$ cat config.mk
export PLATFORM = sky130hd
export DESIGN_NAME = uit_regs
export DESIGN_NICKNAME = d
export VERILOG_FILES = /design/src/include/uit_pkg.sv /design/src/logic/uit_regs.sv /design/src/logic/uit_eoi_field.sv
export SDC_FILE = /design/constraint.sdc
export NUM_CORES = 1
export LEC_CHECK = 0
export BUFFER_PORTS_ARGS = -buffer_cell sky130_fd_sc_hd__buf_2
export CAP_MARGIN = 20
export CORE_ASPECT_RATIO = 0.75
export CORE_UTILIZATION = 35
export DETAILED_ROUTE_END_ITERATION = 7
export PLACE_DENSITY = 0.65
export SYNTH_ARGS = -nofsm -noshare
export SYNTH_HDL_FRONTEND = slang
export SYNTH_SLANG_ARGS = --single-unit
$ cat constraint.sdc
create_clock -name pclk -period 2.06 [get_ports pclk]
set_input_delay 0.412 -clock pclk [delete_from_list [all_inputs] [get_ports pclk]]
set_output_delay 0.412 -clock pclk [all_outputs]
set_load 0.005 [all_outputs]
$ cat src/include/uit_pkg.sv
package uit_pkg;
  // register byte addresses
  localparam logic [7:0] OFF_IRQ_MASK = 8'h00;
  localparam logic [7:0] OFF_IRQ_MASK_SET = 8'h04;
  localparam logic [7:0] OFF_IRQ_MASK_CLEAR = 8'h08;
  localparam logic [7:0] OFF_MASKED_STATUS = 8'h0C;
  localparam logic [7:0] OFF_USB_EOI = 8'h10;
  localparam logic [7:0] OFF_TX_DMA_CTRL = 8'h14;
  localparam logic [7:0] OFF_TX_DMA_TD = 8'h18;
  localparam logic [7:0] OFF_DMA_EOI = 8'h1C;
  localparam logic [7:0] OFF_TX_DMA_VEC = 8'h20;
  localparam logic [7:0] OFF_EVT_STATUS = 8'h24;
  localparam logic [7:0] OFF_EVT_MASK = 8'h28;
  // layout of interrupt source fields
  localparam logic [31:0] SRC_VALID = 32'h01FF_1E1F;
  localparam logic [31:0] MASK_RESET = 32'h0000_0000;
  localparam int EOI_W = 8;
  localparam int TD_READY_BIT = 31;
  localparam int TD_CHAN_W = 2;
  // event status bits
  localparam int EVT_USB_EOI = 0;
  localparam int EVT_DMA_EOI = 1;
  localparam int EVT_TD_DONE = 2;
  localparam int EVT_W = 3;
  localparam logic [2:0] EVT_RESET = 3'h0;
endpackage : uit_pkg

$ cat src/logic/uit_regs.sv
// Chosen here: the register offsets and the APB register port.
`timescale 1ns/1ps
// Summary of operation
// - masked status 24-16 shows nine core sources ANDed with masks
// - masked status 12-9 shows four receive sources ANDed with masks
// - masked status 4-0 shows five transmit sources; read-only, reset zero
// - writing zero to core end-of-interrupt vector acknowledges it
// - control bit 0 enables transmit DMA; other bits reserved
// - teardown bit 31 is a ready flag, reset one, read-only
// - channel 0..3 written to teardown bits 1-0 starts teardown while ready bit 31 is one
// - writing zero to DMA end-of-interrupt vector acknowledges DMA
// - vector register is a registered copy of the vector input
// - writing ones to mask-set sets those mask bits
// - writing ones to mask-clear clears those mask bits
module uit_regs
  import uit_pkg::*;
(
  input wire logic pclk,
  input wire logic presetn,
  input wire logic psel,
  input wire logic penable,
  input wire logic pwrite,
  input wire logic [31:0] paddr,
  input wire logic [31:0] pwdata,
  output logic [31:0] prdata,
  output logic pready,
  output logic pslverr,
  input wire logic [31:0] irq_sources,
  input wire logic [31:0] tx_irq_vector_in,
  input wire logic teardown_done,
  output logic tx_dma_enable,
  output logic teardown_start,
  output logic [1:0] teardown_channel,
  output logic usb_eoi_ack,
  output logic dma_eoi_ack,
  output logic irq
);
  logic [31:0] mask_q;
  logic [31:0] mask_d;
  logic [31:0] masked_q;
  logic en_q;
  logic ready_q;
  logic [1:0] chan_q;
  logic start_q;
  logic [31:0] vec_q;
  logic [2:0] evt_q;
  logic [2:0] evt_d;
  logic [2:0] emask_q;
  logic [31:0] rdata_q;
  logic [7:0] usb_vec;
  logic [7:0] dma_vec;

  // apb decode
  wire acc = psel && penable;
  wire wr = acc && pwrite;
  wire rd = acc && !pwrite;
  wire [7:0] a = paddr[7:0];
  wire hit = (paddr[31:8] == 24'h0000_00) && (a[1:0] == 2'b00) &&
    (a <= OFF_EVT_MASK);
  wire wr_set = wr && a == OFF_IRQ_MASK_SET;
  wire wr_clr = wr && a == OFF_IRQ_MASK_CLEAR;
  wire wr_usb_eoi = wr && a == OFF_USB_EOI;
  wire wr_ctrl = wr && a == OFF_TX_DMA_CTRL;
  wire wr_td = wr && a == OFF_TX_DMA_TD && ready_q;
  wire wr_dma_eoi = wr && a == OFF_DMA_EOI;
  wire wr_estat = wr && a == OFF_EVT_STATUS;
  wire wr_emask = wr && a == OFF_EVT_MASK;

  assign pready = 1'b1;
  assign pslverr = acc && !hit;

  // mask set and clear; clear wins if both, though both in one write is impossible
  always_comb begin
    mask_d = mask_q;
    if (wr_set) begin
      mask_d = mask_q | (pwdata & SRC_VALID);
    end
    if (wr_clr) begin
      mask_d = mask_q & ~(pwdata & SRC_VALID);
    end
  end

  // events: hardware set wins over write-one clear
  wire [2:0] evt_set = {teardown_done, dma_eoi_ack, usb_eoi_ack};
  always_comb begin
    evt_d = evt_q;
    if (wr_estat) begin
      evt_d = evt_q & ~pwdata[2:0];
    end
    evt_d = evt_d | evt_set;
  end

  // mask, masked status, vector copy and events
  always_ff @(posedge pclk or negedge presetn) begin
    if (!presetn) begin
      mask_q <= MASK_RESET;
      masked_q <= 32'h0000_0000;
      vec_q <= 32'h0000_0000;
      evt_q <= EVT_RESET;
      emask_q <= EVT_RESET;
    end else begin
      mask_q <= mask_d;
      masked_q <= irq_sources & mask_q & SRC_VALID;
      vec_q <= tx_irq_vector_in;
      evt_q <= evt_d;
      if (wr_emask) begin
        emask_q <= pwdata[2:0];
      end
    end
  end

  // dma enable and teardown
  always_ff @(posedge pclk or negedge presetn) begin
    if (!presetn) begin
      en_q <= 1'b0;
      ready_q <= 1'b1;
      chan_q <= 2'b00;
      start_q <= 1'b0;
    end else begin
      start_q <= wr_td;
      if (wr_ctrl) begin
        en_q <= pwdata[0];
      end
      if (wr_td) begin
        chan_q <= pwdata[TD_CHAN_W-1:0];
        ready_q <= 1'b0;
      end else if (teardown_done) begin
        ready_q <= 1'b1;
      end
    end
  end

  // end-of-interrupt fields
  uit_eoi_field u_usb_eoi (
    .pclk(pclk),
    .presetn(presetn),
    .wr(wr_usb_eoi),
    .wdata(pwdata[7:0]),
    .vec(usb_vec),
    .ack(usb_eoi_ack)
  );
  uit_eoi_field u_dma_eoi (
    .pclk(pclk),
    .presetn(presetn),
    .wr(wr_dma_eoi),
    .wdata(pwdata[7:0]),
    .vec(dma_vec),
    .ack(dma_eoi_ack)
  );

  // read mux; reserved bits zero
  wire [31:0] rmux =
    (a == OFF_IRQ_MASK) ? mask_q :
    (a == OFF_MASKED_STATUS) ? masked_q :
    (a == OFF_USB_EOI) ? {24'h00_0000, usb_vec} :
    (a == OFF_TX_DMA_CTRL) ? {31'h0000_0000, en_q} :
    (a == OFF_TX_DMA_TD) ? {ready_q, 29'h0000_0000, chan_q} :
    (a == OFF_DMA_EOI) ? {24'h00_0000, dma_vec} :
    (a == OFF_TX_DMA_VEC) ? vec_q :
    (a == OFF_EVT_STATUS) ? {29'h0000_0000, evt_q} :
    (a == OFF_EVT_MASK) ? {29'h0000_0000, emask_q} : 32'h0000_0000;

  // read data register, loaded on the setup cycle
  always_ff @(posedge pclk or negedge presetn) begin
    if (!presetn) begin
      rdata_q <= 32'h0000_0000;
    end else if (psel && !penable && !pwrite) begin
      rdata_q <= hit ? rmux : 32'h0000_0000;
    end
  end

  assign prdata = rdata_q;
  assign tx_dma_enable = en_q;
  assign teardown_start = start_q;
  assign teardown_channel = chan_q;
  assign irq = |(evt_q & emask_q);

  mask_set_a: assert property (@(posedge pclk) disable iff (!presetn)
    wr_set && !wr_clr |=> (mask_q & $past(pwdata) & SRC_VALID)
      == ($past(pwdata) & SRC_VALID))
    else $error("mask set failed");
  mask_clr_a: assert property (@(posedge pclk) disable iff (!presetn)
    wr_clr |=> (mask_q & $past(pwdata)) == 32'h0000_0000)
    else $error("mask clear failed");
  masked_val_a: assert property (@(posedge pclk) disable iff (!presetn)
    1'b1 |=> masked_q == ($past(irq_sources) & $past(mask_q) & SRC_VALID))
    else $error("masked status wrong");
  dma_en_a: assert property (@(posedge pclk) disable iff (!presetn)
    wr_ctrl |=> tx_dma_enable == $past(pwdata[0]))
    else $error("dma enable wrong");
  td_ready_a: assert property (@(posedge pclk) disable iff (!presetn)
    wr_td |=> !ready_q && teardown_start)
    else $error("teardown ready not cleared");
  td_chan_a: assert property (@(posedge pclk) disable iff (!presetn)
    wr_td |=> teardown_channel == $past(pwdata[1:0]))
    else $error("teardown channel wrong");
  vec_copy_a: assert property (@(posedge pclk) disable iff (!presetn)
    ##1 vec_q == $past(tx_irq_vector_in))
    else $error("vector copy wrong");
  usb_ack_a: assert property (@(posedge pclk) disable iff (!presetn)
    wr_usb_eoi && pwdata[7:0] == 8'h00 |=> usb_eoi_ack)
    else $error("usb eoi ack missing");
  dma_ack_a: assert property (@(posedge pclk) disable iff (!presetn)
    wr_dma_eoi && pwdata[7:0] == 8'h00 |=> dma_eoi_ack)
    else $error("dma eoi ack missing");
  resv_a: assert property (@(posedge pclk) disable iff (!presetn)
    (mask_q & ~SRC_VALID) == 32'h0000_0000)
    else $error("reserved mask bits set");
endmodule : uit_regs

$ cat src/logic/uit_eoi_field.sv
`timescale 1ns/1ps
// one end-of-interrupt vector field with acknowledge pulse
module uit_eoi_field
  import uit_pkg::*;
(
  input wire logic pclk,
  input wire logic presetn,
  input wire logic wr,
  input wire logic [7:0] wdata,
  output logic [7:0] vec,
  output logic ack
);
  logic [7:0] vec_q;
  logic ack_q;

  // field store; acknowledge only on a zero write
  always_ff @(posedge pclk or negedge presetn) begin
    if (!presetn) begin
      vec_q <= 8'h00;
      ack_q <= 1'b0;
    end else begin
      ack_q <= wr && (wdata == 8'h00);
      if (wr) begin
        vec_q <= wdata;
      end
    end
  end

  assign vec = vec_q;
  assign ack = ack_q;

  zero_ack_a: assert property (@(posedge pclk) disable iff (!presetn)
    wr ##1 1'b1 |-> ack == ($past(wdata) == 8'h00))
    else $error("eoi acknowledge mismatch");
endmodule : uit_eoi_field

# Yosys cells after proc, flatten, opt, wreduce, memory -nomap -nowiden
# Index checks and enable logic that the tools add are counted.
# Widths: inputs -> output; s select.
# classes
n_lt_le_gt_ge	1
eq_ne	10
muxes	15
bitwise_logic	8
reduce_logical	28
# op_table
op	n
$mux 32	10
$and 32x32->32	1
$eq 8x5->1 const B	4
$not 25->32	1
$or 32x25->32	1
$and 25x25->25	1
$eq 8x6->1 const B	3
$logic_not 24->1	1
$logic_and 1x1->1	18
$eq 8x4->1 const B	2
$logic_not 8->1	2
$mux 3	3
$eq 8x3->1 const B	1
$le 8x6->1 const B	1
$and 3x3->3	2
$reduce_bool 2->1	2
$logic_not 1->1	3
$not 3->3	1
$or 3x3->3	1
$reduce_or 3->1	1
$logic_not 2->1	1
$mux 1	2
# word_totals
register_bits	143
word_cells	76

# Logic depth before layout (Yosys ltp)
# Gate-level depths: netlist of run 1.
# logic_depth
depth_word	11
ltp_mapped	8
depth_no_buf	5

# Cells and area by module
# Synthesis of run 1 repeated with hierarchy kept, for this count alone.
# unflattened
cells_unflattened	412
hier_area_um2	5114.9
# by_module_without_submodules
module	n_inst	cells_each	area_each_um2	seq_area_each_um2
uit_regs	1	370	4404.2	2778.9
uit_eoi_field	2	21	355.3	225.2

# Least setup slack after synthesis of run 1
# OpenSTA, ideal clock, no wires.
# synth_path
path_type	input to register
startpoint	in paddr[3]
endpoint	reg u_usb_eoi.vec_q[1], in the netlist u_usb_eoi.vec[1]
t_arrival_ns	1.726
path_slack_ns	0.209
cell_stages	5
path_cell_list	buf_6 or4_4 buf_6 nor2_4 mux2_2
# synth_between
elab_chain_cells	2
# synth_lines
element	line_no	rtl
start, declared	uit_regs.sv:23	input wire logic [31:0] paddr,
$eq 8x5->1	uit_regs.sv:62	wire wr_usb_eoi = wr && a == OFF_USB_EOI;
$logic_and 1x1->1	uit_regs.sv:62	
end signal, assigned	uit_eoi_field.sv:24	vec_q <= wdata;
end, declared	uit_eoi_field.sv:13	logic [7:0] vec_q;
# Every way passes these cells.
# A chain may end at the register's enable or synchronous reset.

# Worst setup path after layout of run 1
# layout_path
startpoint	in paddr[11]
endpoint	out pslverr
# layout_between
elab_chain_cells	5
# layout_lines
element	line_no	rtl
$logic_not 24->1	uit_regs.sv:58	wire hit = (paddr[31:8] == 24'h0000_00) && (a[1:0] == 2'b00) &&
$logic_and 1x1->1 (2 in a row)	uit_regs.sv:58	
$logic_not 1->1	uit_regs.sv:70	assign pslverr = acc && !hit;
$logic_and 1x1->1	uit_regs.sv:70	
end, declared	uit_regs.sv:27	output logic pslverr,
# Every way passes these cells.

==> results of run 1 <==
[how the worst max path moves through the flow]
stage               slack, ns                      endpoint  cells after the start      start
floorplan                0.21  u_usb_eoi.vec[1]$_DFFE_PN0P_                      5   paddr[3]
global placement         0.08                       pslverr                      5   paddr[7]
detailed placement       0.02         prdata[1]$_DFFE_PN0P_                      7  paddr[11]
CTS                      0.04                       pslverr                      5   paddr[9]
global route            0.003                       pslverr                      5   paddr[7]
finish                   0.07                       pslverr                      5  paddr[11]
[layer usage]
layer	wire (um)	GRT usage	up-vias
met3	704	0.04694	16
li1	-	-	1915
met5	0	0	-
met4	195	0.06915	0
met2	6425	0.3035	137
met1	6470	0.2635	2033
[critical path: stages]
cell     delay [ns]
buf_2          0.10
nor4_1         0.34
nand4_2        0.21
o311a_1        0.39
buf_2          0.13
[cell families (layout without fill, tap and decap cells)]
kind of cell,Yosys count,count (layout),share of synthesized area
AOI/OAI and AO/OA,126,126,0.1657
and+or+nand+nor,121,121,0.1342
DFF,129,129,0.6163
buffers and inverters,28,210,0.03175
other,1,1,0.0007156
muxes,24,24,0.05134
[cell type report]
type	count	area, um^2
Clock buffer	22	464.2
Timing Repair Buffer	174	1051
Inverter	4	15.01
Multi-Input combinational cell	272	1851
Clock inverter	10	108.9
Fill cell	1355	7580
Sequential cell	129	3229
Tap cell	200	250.2
[timing repair]
| action | in CTS | in global routing |
|---|---|---|
| gates resized for setup | 0 | 1 |
| setup endpoints to repair | 0 | 1 |
| buffers inserted | 0 | 1 |
[cell usage in the layout (no fill, tap or decap), types with 8 or more instances in the layout]
| cell type | n |
|---|---|
| a22o_1 | 35 |
| nand2_1 | 46 |
| and2_1 | 20 |
| o21ai_0 | 8 |
| a22oi_1 | 14 |
| buf_12 | 9 |
| a21oi_1 | 47 |
| nor4_1 | 10 |
| nor2_1 | 9 |
| mux2_2 | 23 |
| buf_4 | 18 |
| buf_2 | 147 |
| clkbuf_16 | 17 |
| dfrtp_1 | 128 |
[where the power goes]
part           switching [W]  internal (W)
sequential         0.0000184       0.00258
clock                0.00108       0.00184
combinational       0.000173      0.000128
total                0.00127       0.00455
[per-stage QoR]
stage	power, W	area [um^2]
after global placement	0.002934	6382
after global routing	0.006035	6969
after detailed placement	0.002947	6382
after floorplan	0.002731	5240
after CTS	0.005889	6955
final	0.005818	6969
==> key figures, run 1 <==
CTS
  – Clock sink count: 129
  – H-tree depth: 4
  – Cts-stage hold buffer count: 0
  – Clk Latency, worst-skew pair: 0.42 ns
  – CTS Buf Count: 17
  – CTS Root Cell: clkbuf_16
  – Clk buf depth: 2
  – CTS clk-pin slew, worst paths: 0.06 ns
  – CTS tree: yes

Detailed routing
  – DR pass1 iterations: 5
  – Avg WL per Cell: 17.01 um
  – Antenna Nets Post-Route: 0
  – Via count: 4101
  – Total Routed Length: 13800 um
  – Avg Vias per Cell: 5.057
  – DRC: 0
  – Initial DRC count: 272

Global routing
  – Gr usage total: 0.1941
  – Initial antenna violation count: 0
  – First-pass GRT wire length: 22110 um
  – Largest net degree at the start of global routing: 67
  – Vias in the first global route: 4223
  – GRT overflow: 0

Critical path
  – Kind of critical path: in2out
  – Worst r2r src: emask_q[1]$_DFFE_PN0P_
  – CP required: 1.65 ns
  – Reg2reg end: prdata[1]$_DFFE_PN0P_
  – Worst-path fanout max: 3
  – Worst R2R Setup Slack: 0.62 ns
  – Crit path capture type: output port
  – CP Launch Type: primary input
  – Crit path DAT: 1.58 ns
  – Worst r2r path cells: 5

Synthesis
  – Post-synthesis sequential area ratio: 0.6163
  – Most frequent cell after synthesis: dfrtp_1
  – Most area-consuming cells after synthesis: dfrtp_1, a22o_1, mux2_2
  – Ys async rst share: 1.000
  – Top post-synthesis cells by count: dfrtp_1, a21oi_1, nand2_1
  – Top-area cell type share of the netlist area: 0.6113
  – Cell accounting for the most synthesized area: dfrtp_1
  – Dominant synthesized flop cell: dfrtp_1
  – Synth Instances: 429
  – EDFF count, synth: 0
  – YS warnings: 0
  – Number of synthesized register bits: 129
  – Mapped cell area: 5240 um^2
  – Netlist cell types: 45
  – Syn Area/Cell: 12.21 um^2
  – Mapped Nets: 563

Placement
  – Routability cong.: 0.9241
  – Port Buffers: 148
  – DP HPWL: 9986 um
  – Placed insts: 778
  – Pre-CTS setup slack: 0.01914 ns

STA
  – Final Cycle Share: 0.9664
  – Crit path time final: 1.991 ns
  – Slew @ Worst Pin: 0.5388 ns
  – Worst Setup Slack, final: 0.06921 ns
  – RSZ-0062 raised after global routing: false
  – Final setup viols: 0
  – Hold_ws: 0.007756 ns
  – Max Slew Vio Count: 0
  – Max transition margin: 0.6370
  – Total negative setup slack: 0 ns
  – Worst Skew: 0.01019 ns
  – Fin. Hold Viols: 0
  – FMAX: 0.5023 GHz

Status
  – Status: finished, final reports clean

Floorplanning
  – I/O pin total: 175
  – Height of the die: 108.0 um
  – Die W: 143.3 um
  – Core area: 14550 um^2
  – Die ar.: 15470 um^2
  – Std-Cell Rows: 38
  – Initial Utilization: 0.3602

Final layout
  – Layout cells sized above 1: 0.3993
  – Finished Core Util: 0.4790
  – ANT cells: 0
  – Area grow syn2layout: 33.00%
  – Final #Nets: 732
  – Non-filler instance count after layout: 811

Flow run
  – Total of max-cap violations: 0

Power
  – Worst IR drop on VDD: 0.5705 mV
  – Static leakage: 3.492 nW
  – P per Cell Area: 834.8 nW/um^2

Min path
  – Worst hold path class: in2async
(Power assumes the default switching activity.)
==> run 2: changes to the inputs <==
--- a/config.mk
+++ b/config.mk
@@ -10,5 +10,5 @@
 export CORE_ASPECT_RATIO = 0.75
-export CORE_UTILIZATION = 35
+export CORE_UTILIZATION = 50
 export DETAILED_ROUTE_END_ITERATION = 7
-export PLACE_DENSITY = 0.65
+export PLACE_DENSITY = 0.85
 export SYNTH_ARGS = -nofsm -noshare
==> constraint.sdc (replaced) <==
create_clock -name pclk -period 2.06 [get_ports pclk]
set_input_delay 0.309 -clock pclk [delete_from_list [all_inputs] [get_ports pclk]]
set_output_delay 0.309 -clock pclk [all_outputs]
set_load 0.005 [all_outputs]
==> run 2 against run 1 <==
- register-to-register slack is essentially flat
- sequential power about the same
- power decreased by 0.85%
- non-clock buffer count grew 11
- first-iteration DRC count up 19%
- hold slack better by 0.0041 ns
- clock-buffer cell count decreased by 1
- cell count is 7.0% lower
- clock power down 3%
- highest routed layer unchanged
==> key figures, run 2 (same netlist as run 1, synthesis figures left out) <==
Floorplanning
  – Height of the die: 90.66 um
  – Std-Cell Rows: 31
  – Initial Utilization: 0.5277
  – I/O pin total: 175
  – Die W: 120.2 um
  – Die ar.: 10900 um^2
  – Core area: 9930 um^2

Final layout
  – Fill cell count: 732
  – Layout cells sized above 1: 0.3794
  – Final #Nets: 743
  – ANT cells: 0
  – Commonest non-fill, non-tap cell in the layout: buf_2
  – Most frequent cells in the layout: buf_2, dfrtp_1, a21oi_1
  – Non-filler instance count after layout: 754
  – Finished Core Util: 0.6983
  – Area grow syn2layout: 32.33%

Min path
  – Hold Crit Depth: 1
  – Hold_sp: tx_irq_vector_in[16]
  – Hold EP: vec_q[16]$_DFF_PN0_
  – Worst hold path class: in2reg

Global routing
  – GRT overflow: 0
  – First-pass GRT wire length: 22470 um
  – Initial antenna violation count: 0
  – Gr usage total: 0.2755
  – Vias in the first global route: 4431
  – Largest net degree at the start of global routing: 53

Placement
  – Routability cong.: 0.8993
  – Placed insts: 704
  – Port Buffers: 148
  – DP HPWL: 9927 um
  – Pre-CTS setup slack: 0.03642 ns

CTS
  – CTS Buf Count: 17
  – CTS tree: yes
  – CTS Root Cell: clkbuf_16
  – Clk Latency, worst-skew pair: 0.41 ns
  – H-tree depth: 4
  – Setup Buffers After CTS: 0
  – Post-cts sizing count: 0
  – CTS clk-pin slew, worst paths: 0.05 ns
  – Clock sink count: 129
  – Clk buf depth: 2

STA
  – Max transition margin: 0.6166
  – Fin. Hold Viols: 0
  – Slew @ Worst Pin: 0.5690 ns
  – Hold_ws: 0.01187 ns
  – Worst Skew: 0.01298 ns
  – FMAX: 0.5365 GHz
  – Max Slew Vio Count: 0
  – Worst Setup Slack, final: 0.1960 ns
  – Total negative setup slack: 0 ns
  – Final setup viols: 0
  – RSZ-0062 raised after global routing: false
  – Crit path time final: 1.864 ns
  – Final Cycle Share: 0.9049

Critical path
  – Crit path DAT: 1.56 ns
  – Worst r2r path cells: 5
  – Crit path capture type: output port
  – Kind of critical path: in2out
  – Reg2reg end: prdata[1]$_DFFE_PN0P_
  – Worst R2R Setup Slack: 0.62 ns
  – Worst r2r src: emask_q[1]$_DFFE_PN0P_
  – CP required: 1.75 ns
  – CP Launch Type: primary input
  – Worst-path fanout max: 6

Power
  – Worst IR drop on VDD: 0.6323 mV
  – Switching Fraction: 0.2153
  – P per Cell Area: 831.9 nW/um^2
  – Flop pwr share: 0.451
  – Int Pwr: 0.004527 W
  – Combinational power share: 0.056
  – P_sw: 0.001242 W
  – Clock power share: 0.492
  – Static leakage: 3.512 nW

Detailed routing
  – Total Routed Length: 14500 um
  – Avg Vias per Cell: 5.788
  – DR pass1 iterations: 5
  – Initial DRC count: 325
  – Avg WL per Cell: 19.23 um
  – Via count: 4364
  – DRC: 0
  – Antenna Nets Post-Route: 0

Status
  – Status: finished, final reports clean

Flow run
  – Total of max-cap violations: 0
[run 2: cell types whose count changed in the layout (fill, tap and decap cells not counted), sizes merged]
| cell | change |
|---|---|
| clkinv | +2 |
| clkbuf | -1 |
| buf | -7 |
| inv | -1 |
| dlygate4sd3 | +18 |
[run 2: critical path: stages]
cell and delay [ns]:
buf_2 0.14, nor3_1 0.32, o21ai_0 0.29, o311a_1 0.36, buf_2 0.13
[run 2: worst max path at each step]
stage	slack, ns	end	cells after the start	startpoint
2_1_floorplan	0.31	u_usb_eoi.vec[1]$_DFFE_PN0P_	5	paddr[3]
3_3_place_gp	0.11	prdata[1]$_DFFE_PN0P_	7	paddr[7]
3_5_place_dp	0.04	prdata[1]$_DFFE_PN0P_	7	paddr[13]
4_1_cts	0.22	pslverr	5	paddr[13]
5_1_grt	0.13	pslverr	5	paddr[1]
6_report	0.20	pslverr	5	paddr[1]
[run 2: timing repair]
action	in CTS	in global routing
hold buffers	13	5
endpoints found under the hold margin	41	5
setup endpoints to repair	0	0
[run 2: per-stage QoR]
step	total power, W	cell area, um^2
2_1_floorplan	0.002731	5240
3_3_place_gp	0.002927	6190
3_5_place_dp	0.002941	6190
4_1_cts	0.005807	6884
5_1_grt	0.005964	6934
6_report	0.005768	6934
[run 2: metal layers]
layer	global-route usage	share of wire
met1	0.3585	0.42
met2	0.4521	0.49
met3	0.06250	0.072
met4	0.1019	0.017
met5	0	0
[run 2: area by class of cell]
cell class	count	area, um^2	share of cell area
Multi-Input combinational cell	272	1844	0.2660
Clock inverter	11	113.9	0.01642
Inverter	4	15.01	0.002165
Tap cell	132	165.2	0.02382
Sequential cell	129	3229	0.4657
Timing Repair Buffer	185	1116	0.1610
Clock buffer	21	450.4	0.06496
[run 2: power groups by stage]
stage                     registers, W  logic (W)  clock network (W)
after floorplan                0.00264  0.0000918                  0
after CTS                      0.00260   0.000317            0.00289
final                          0.00260   0.000325            0.00284
after detailed placement       0.00265   0.000295                  0
after global routing           0.00261   0.000357            0.00300
after global placement         0.00264   0.000284                  0
